[config.mk]
export PLATFORM = sky130hd
export DESIGN_NAME = gesture_sample_sequencer
export DESIGN_NICKNAME = d
export VERILOG_FILES = /design/src/gesture_sample_pkg.sv /design/src/gesture_sample_sequencer.sv
export SDC_FILE = /design/constraint.sdc
export NUM_CORES = 2
export LEC_CHECK = 0
export BUFFER_PORTS_ARGS = -buffer_cell sky130_fd_sc_hd__clkbuf_2
export CAP_MARGIN = 40
export CELL_PAD_IN_SITES_DETAIL_PLACEMENT = 1
export CELL_PAD_IN_SITES_GLOBAL_PLACEMENT = 2
export CORE_UTILIZATION = 54
export DETAILED_ROUTE_END_ITERATION = 7
export GPL_TIMING_DRIVEN = 0
export PLACE_DENSITY = 0.86
export REMOVE_ABC_BUFFERS = 1
export SETUP_SLACK_MARGIN = 0.15
export SLEW_MARGIN = 20
export SYNTH_ARGS = -nofsm -noshare
export SYNTH_HDL_FRONTEND = slang
export SYNTH_SLANG_ARGS = --single-unit
[constraint.sdc]
create_clock -name clk -period 19.16 [get_ports clk]
set_input_delay 2.874 -clock clk [delete_from_list [all_inputs] [get_ports clk]]
set_output_delay 2.874 -clock clk [all_outputs]
set_load 0.02 [all_outputs]
[src/gesture_sample_pkg.sv]
/*
 * Constants shared by the gesture sample sequencer.
 * Assumes one 250 MHz clock and a synchronous active-low reset.
 */
package gesture_sample_pkg;

	// ****************************************
	// Array geometry
	// ****************************************
	localparam int ARRAY_ROWS = 6;
	localparam int ARRAY_COLS = 10;
	localparam int PIXEL_COUNT = ARRAY_ROWS * ARRAY_COLS;
	localparam logic [5:0] LAST_PIXEL = 6'h3B;
	localparam int PIXEL_WIDTH = 16;

	// ****************************************
	// LED drive
	// ****************************************
	localparam logic [3:0] PWM_LAST_STEP = 4'hF;
	localparam logic [3:0] PWM_FIRST_STEP = 4'h0;
	localparam logic [2:0] PULSE_FIRST = 3'h0;

	// ****************************************
	// Reset values
	// ****************************************
	localparam logic [5:0] PIXEL_RESET = 6'h00;
	localparam logic [15:0] DATA_RESET = 16'h0000;

	// ****************************************
	// Sequencer states
	// ****************************************
	typedef enum logic [2:0] {
		SEQ_IDLE,
		SEQ_DARK,
		SEQ_PULSE,
		SEQ_LIT,
		SEQ_DONE
	} seq_state_type;

endpackage : gesture_sample_pkg

[src/gesture_sample_sequencer.sv]
/*
 * Sample sequencer: LED PWM pulse pattern, ambient-rejecting array scan,
 * sample-complete interrupt and host interface strap.
 * Assumes a synchronous analog front end that presents the pixel chosen by
 * pixelSel on pixelIn in the same cycle, and a host read strobe for status.
 */
// How it works
// [RL1] Interrupt pin pulled low once a whole sample sequence completes.
// [RL2] Interrupt stays inactive until status has been read once; host must do that.
// [RL3] Host watches the interrupt and reads results after it falls.
// [RL4] Strap picks host interface: high means I2C, low means SPI.
// [RL5] External sync input times LED flashes so two sensors never overlap.
// [RL6] LED gate PWM duty set in sixteenths, one sixteenth to fully on.
// [RL7] LED pulsed a programmed number of times, same pattern every sample.
// [RL8] Each of 60 pixels measured lit minus dark, removing ambient light.
// [RL9] LED gate is push-pull, polarity selectable for p- or n-channel FET.
// [RL10] Status read after a completed sample releases interrupt high.
`timescale 1ns/1ps
`default_nettype none

module gesture_sample_sequencer
	import gesture_sample_pkg::*;
(
	// Clock and reset
	input wire logic clk,
	input wire logic rst_n,
	// Sequence control
	input wire logic runEnable,
	input wire logic syncEnable,
	input wire logic syncIn,
	input wire logic [3:0] dutyCode,
	input wire logic [2:0] pulseCount,
	input wire logic ledActiveLow,
	// Strap
	input wire logic selPin,
	output logic hostIfSpi,
	output logic strapValid,
	// LED drive
	output logic ledGatePwm,
	// Photodiode array
	output logic [5:0] pixelSel,
	input wire logic [15:0] pixelIn,
	// Host side
	input wire logic statusRead,
	output logic eocStatus,
	input wire logic [5:0] resultAddr,
	output logic [15:0] resultData,
	// Interrupt pin, open drain
	output logic intPinOut,
	output logic intPinOe
);

	// ****************************************
	// State
	// ****************************************
	seq_state_type state_r;
	logic [5:0] pixel_r;
	logic [3:0] pwmCnt_r;
	logic [2:0] pulseCnt_r;
	logic syncPrev_r;
	logic led_r;
	logic armed_r;
	logic eoc_r;
	logic spi_r;
	logic strapDone_r;
	logic [15:0] readData_r;
	logic [15:0] darkMem [PIXEL_COUNT];
	logic [15:0] resultMem [PIXEL_COUNT];

	logic syncRise;
	logic startOk;
	logic sampleDone;
	logic ledOnNxt;
	logic [15:0] darkNow;
	logic [15:0] diffNxt;

	function automatic logic [15:0] sat_sub(input logic [15:0] lit, input logic [15:0] dark);
		sat_sub = (lit > dark) ? 16'(lit - dark) : DATA_RESET;
	endfunction : sat_sub

	assign syncRise = syncIn && !syncPrev_r;
	assign startOk = runEnable && (!syncEnable || syncRise); // see [RL5]
	assign sampleDone = (state_r == SEQ_DONE);
	assign darkNow = darkMem[pixel_r];
	assign diffNxt = sat_sub(pixelIn, darkNow); // see [RL8]
	assign ledOnNxt = (state_r == SEQ_PULSE) && (pwmCnt_r <= dutyCode); // see [RL6]

	// ****************************************
	// Sync edge detect
	// ****************************************
	always_ff @(posedge clk) begin
		if (!rst_n) begin
			syncPrev_r <= 1'b0;
		end else begin
			syncPrev_r <= syncIn;
		end
	end

	// ****************************************
	// Sequencer
	// ****************************************
	always_ff @(posedge clk) begin
		if (!rst_n) begin
			state_r <= SEQ_IDLE;
			pixel_r <= PIXEL_RESET;
			pwmCnt_r <= PWM_FIRST_STEP;
			pulseCnt_r <= PULSE_FIRST;
		end else begin
			case (state_r)
				SEQ_IDLE: begin
					pixel_r <= PIXEL_RESET;
					if (startOk) begin
						state_r <= SEQ_DARK; // see [RL5]
					end
				end
				SEQ_DARK: begin
					if (pixel_r == LAST_PIXEL) begin
						pixel_r <= PIXEL_RESET;
						pwmCnt_r <= PWM_FIRST_STEP;
						pulseCnt_r <= PULSE_FIRST;
						state_r <= SEQ_PULSE;
					end else begin
						pixel_r <= pixel_r + 6'h01;
					end
				end
				SEQ_PULSE: begin
					pwmCnt_r <= pwmCnt_r + 4'h1;
					if (pwmCnt_r == PWM_LAST_STEP) begin
						if (pulseCnt_r == pulseCount) begin
							state_r <= SEQ_LIT; // see [RL7]
						end else begin
							pulseCnt_r <= pulseCnt_r + 3'h1;
						end
					end
				end
				SEQ_LIT: begin
					if (pixel_r == LAST_PIXEL) begin
						pixel_r <= PIXEL_RESET;
						state_r <= SEQ_DONE;
					end else begin
						pixel_r <= pixel_r + 6'h01;
					end
				end
				SEQ_DONE: begin
					state_r <= SEQ_IDLE; // see [RL7]
				end
				default: begin
					state_r <= SEQ_IDLE;
				end
			endcase
		end
	end

	// ****************************************
	// Pixel memories
	// ****************************************
	always_ff @(posedge clk) begin
		if (state_r == SEQ_DARK) begin
			darkMem[pixel_r] <= pixelIn; // see [RL8]
		end
		if (state_r == SEQ_LIT) begin
			resultMem[pixel_r] <= diffNxt; // see [RL8]
		end
	end

	always_ff @(posedge clk) begin
		if (!rst_n) begin
			readData_r <= DATA_RESET;
		end else if (resultAddr <= LAST_PIXEL) begin
			readData_r <= resultMem[resultAddr];
		end else begin
			readData_r <= DATA_RESET;
		end
	end

	// ****************************************
	// LED gate
	// ****************************************
	always_ff @(posedge clk) begin
		if (!rst_n) begin
			led_r <= 1'b0;
		end else begin
			led_r <= ledOnNxt ^ ledActiveLow; // see [RL9]
		end
	end

	// ****************************************
	// Interrupt
	// ****************************************
	always_ff @(posedge clk) begin
		if (!rst_n) begin
			armed_r <= 1'b0;
		end else if (statusRead) begin
			armed_r <= 1'b1; // see [RL2]
		end
	end

	always_ff @(posedge clk) begin
		if (!rst_n) begin
			eoc_r <= 1'b0;
		end else if (sampleDone) begin
			eoc_r <= 1'b1; // see [RL1]
		end else if (statusRead) begin
			eoc_r <= 1'b0; // see [RL10]
		end
	end

	// ****************************************
	// Strap capture
	// ****************************************
	always_ff @(posedge clk) begin
		if (!rst_n) begin
			strapDone_r <= 1'b0;
			spi_r <= 1'b0;
		end else if (!strapDone_r) begin
			strapDone_r <= 1'b1;
			spi_r <= !selPin; // see [RL4]
		end
	end

	assign hostIfSpi = spi_r;
	assign strapValid = strapDone_r;
	assign ledGatePwm = led_r;
	assign pixelSel = pixel_r;
	assign eocStatus = eoc_r;
	assign resultData = readData_r;
	assign intPinOut = 1'b0;
	assign intPinOe = armed_r && eoc_r; // see [RL1] see [RL3]

	// ****************************************
	// Checks
	// ****************************************
	a_int_needs_arm: assert property (@(posedge clk) disable iff (!rst_n) // see [RL2]
		(!armed_r && !statusRead) |=> !intPinOe)
		else $error("interrupt active before first status read");

	a_int_on_done: assert property (@(posedge clk) disable iff (!rst_n) // see [RL1]
		(sampleDone && (armed_r || statusRead)) |=> intPinOe)
		else $error("interrupt not asserted after sample done");

	a_int_release: assert property (@(posedge clk) disable iff (!rst_n) // see [RL10]
		(statusRead && !sampleDone) |=> !intPinOe)
		else $error("interrupt not released by status read");

	a_pwm_duty: assert property (@(posedge clk) disable iff (!rst_n) // see [RL6]
		(state_r == SEQ_PULSE) |=>
		(ledGatePwm == (($past(pwmCnt_r) <= $past(dutyCode)) ^ $past(ledActiveLow))))
		else $error("led gate duty wrong");

	a_led_dark: assert property (@(posedge clk) disable iff (!rst_n) // see [RL8]
		(state_r == SEQ_DARK) |=> ledGatePwm == $past(ledActiveLow))
		else $error("led lit during dark scan");

	a_pulse_count: assert property (@(posedge clk) disable iff (!rst_n) // see [RL7]
		(state_r == SEQ_PULSE) ##1 (state_r == SEQ_LIT) |-> $past(pulseCnt_r) == $past(pulseCount))
		else $error("wrong number of led pulses");

	a_sync_wait: assert property (@(posedge clk) disable iff (!rst_n) // see [RL5]
		(state_r == SEQ_IDLE && syncEnable && !syncRise) |=> state_r == SEQ_IDLE)
		else $error("sample started without sync edge");

	a_strap_hold: assert property (@(posedge clk) disable iff (!rst_n) // see [RL4]
		strapDone_r |=> $stable(hostIfSpi) && strapValid)
		else $error("strap changed after capture");

	a_scan_len: assert property (@(posedge clk) disable iff (!rst_n) // see [RL8]
		(state_r == SEQ_LIT && pixel_r == LAST_PIXEL) |=> state_r == SEQ_DONE ##1 state_r == SEQ_IDLE)
		else $error("lit scan length wrong");

endmodule : gesture_sample_sequencer

`default_nettype wire

==> results.md <==
- Slowest stage delay, CP: 0.66 ns
- First-pass GRT wire length: 298.6 mm
- Worst slack, placed: 12.56 ns
- # setup viols final: 0
- Max Clk Rate: 0.1554 GHz
- Mapped cell area: 76250 um^2
- Largest net degree at the start of global routing: 76
- Layer with the highest usage: met2
- #FFs+latches synth: 1964
- Clk sinks: 1964
- All-Layer GR Usage: 0.2982
- Top cells by area, synth: edfxtp_1 (76%), mux4_2 (12%), mux2i_1 (2.1%), dfxtp_1 (1.2%), nor2_1 (1.0%)
- VDD IR max: 0.1074 mV
- Crit path max-delay family: compound AO/OA/AOI/OAI gates
- Synth Area in Simple Gates: 0.02967
- Worst path most repeated cell: buf_16
- CTS Root Cell: clkbuf_16
- Clk slew on worst S/H paths: 0.06 ns
- Startpoint Class: register
- Crit path max fanout: 35
- Hold WS: 0.4672 ns
- Syn Area/Cell: 20.76 um^2
- Initial antenna violation count: 1
- Post-Synthesis Cells: 3674
- Ys flop type: edfxtp_1
- Critical setup path kind: reg2reg
- Post-route total power: 9.078 mW
- Max Buffers Root-to-Sink: 3
- Synth Area in Adders: 0.004365
- Setup ws final: 12.73 ns
- Clk pwr share: 0.407
- Iter 0 DRT Violations: 4773
- Switching part of the total: 0.2193
- Die area: 142700 um^2
- DR DRC count: 0
- Core Util, Final: 0.6274
- Core Box Area: 139900 um^2
- Compound-Gate Fraction of Synth Area: 0.03462
- Setup repair bufs after CTS: 0
- RSZ-0062 raised after global routing: no
- Worst Skew: 0.04100 ns
- Port Buffers: 63
- Cell row count: 137
- Final antenna-violating net count: 0
- DRT Pass-1 Iters: 6
- Int Pwr: 7.087 mW
- Pin slew with the least headroom to its limit: 0.9302 ns
- Main combinational cell family by area after synthesis: multiplexers
- Status: finished, final reports clean
- Htree depth: 4
- Most common library cells after synthesis: edfxtp_1 (1920), mux4_2 (423), nor2_1 (213)
- Total wire length: 209.5 mm
- Hold_buf cts: 0
- Comb pwr share: 0.063
- Final HPWL DP: 128.5 mm
- Final worst path period need: 6.435 ns
- Vias in the first global route: 41460
- CP bufs+invs: 5
- Req. time, crit path: 19.70 ns
- CP endpoint kind: register
- Slew headroom: 0.3784
- Layout cell share with drive strength beyond 1: 0.2737
- Count leader, synth: edfxtp_1
- Area leader, netlist: edfxtp_1
- GR Util met3: 0.05008
- Async set or reset register ratio after synthesis: 0
- Synth Area in XOR/XNOR: 0.002297
- Final slew viol count: 0
- Max-cap viol count: 0
- CTS buffer count: 189
- GR met2 Demand/Resource: 0.4984
- Switching pwr: 1.991 mW
- Synth unique cells: 63
- Post-CTS sizing: 0
- Seq/Total Area, Yosys: 0.7676
- PwrDens: 103.4 nW/um^2
- Final hold vios: 0
- Initial core utilization: 0.5452
- Drt wl/cell: 35.18 um
- Flop pwr share: 0.530
- Critical Path Slowest Stage Cell: a221oi_1
- TritonCTS clock tree: done
- Vias: 39380
- Width of the chip: 377.8 um
- Yosys warnings: 0
- Area Growth Syn to Fin: 15.09%
- Final net count: 3980
- Hold crit path type: reg2reg
- Synth top area share: 0.7561
- Mux contribution to synthesized area: 0.1463
- Worst skew pair latency: 0.83 ns
- M1 GR Usage: 0.3876
- Gpl congestion: 0.8238
- GRT overflow: 0
- EDFF count, synth: 1920
- CP Data Arrival Time: 6.97 ns
- I/O Pins: 65
- CP Cell Sequence: buf_12, buf_16, mux4_2, a22o_1, a221oi_1, o22ai_1, nor3_1, ha_1, a211oi_1, nor2_1, nor3_1, o21ai_0, o21ai_4, buf_16, nor2_4, buf_16, buf_16
- Die Ht: 377.8 um
- Crit share post-route: 0.3358
- P_leak: 27.84 nW
- Vias per inst: 6.611
placed cells by master (no fill, tap or decap), types with 37 or more instances in the layout:
cell,instances
clkbuf_1,48
clkinv_1,37
clkinv_2,40
dfxtp_1,40
nor2_4,41
buf_16,39
nor3_1,38
edfxtp_1,1920
mux2i_1,157
mux4_2,423
o22ai_1,41
nor2b_1,37
clkbuf_2,52
a22oi_1,47
a21oi_1,85
nor2_1,80
o21ai_0,50
clkbuf_16,194
buf_8,65
buf_6,52
nand2_1,68
nor2_2,92
a22o_1,41
sequential cells by signal (all words and copies together) (netlist names), named ones only:
name        cells
darkMem       960
resultMem     960
resultData     16
pixelSel        6
pwmCnt_r        4
pulseCnt_r      3
state_r         3
armed_r         1
eocStatus       1
hostIfSpi       1
ledGatePwm      1
strapValid      1
syncPrev_r      1
cell type report:
type | count | area [um^2]
tap | 1876 | 2347
sequential | 1964 | 58550
antenna | 3 | 7.507
multi-input combinational | 1493 | 17180
clock buffer | 246 | 5090
inverter | 13 | 48.80
timing repair buffer | 256 | 3613
fill | 11360 | 52120
clock inverter | 105 | 925.9
logic make-up after synthesis:
kind of cell    after synthesis
simple gates                482
xor+xnor                     20
mux                         585
compound gates              379
flops                      1964
fa+ha+maj                    26
buf+inv                     217
other cells                   1
final timing paths:
check,cells past startpoint,to,slack [ns],from
setup / recovery,17,resultMem[52][6],12.73,register
hold / removal,1,armed_r,0.47,armed_r
setup reg to reg,17,resultMem[52][6],12.73,register
hold reg to reg,1,armed_r,0.47,armed_r
through the flow:
| stage | instances | area, um^2 | setup TNS, ns |
|---|---|---|---|
| after global placement | 5409 | 77820 | -2665.59 |
| after floorplan | 3470 | 75150 | 0 |
| after CTS | 5946 | 87630 | 0 |
| after global routing | 5953 | 87750 | 0 |
| after detailed placement | 5595 | 81610 | 0 |
| final | 5956 | 87760 | 0 |
power by group through the flow:
stage,logic [mW],clock network [mW],registers [mW]
2_1_floorplan,0.245,0,4.93
3_3_place_gp,0.500,0,4.95
3_5_place_dp,0.557,0,4.90
4_1_cts,0.565,3.72,4.81
5_1_grt,0.598,3.85,4.81
6_report,0.573,3.69,4.81
routing by layer:
metal,vias to the layer above,part of all wire
met4,2,0.045
met2,2113,0.50
met1,21070,0.37
li1,15780,-
met5,-,0.000062
met3,413,0.077
Power figures use the tool's default switching activity.
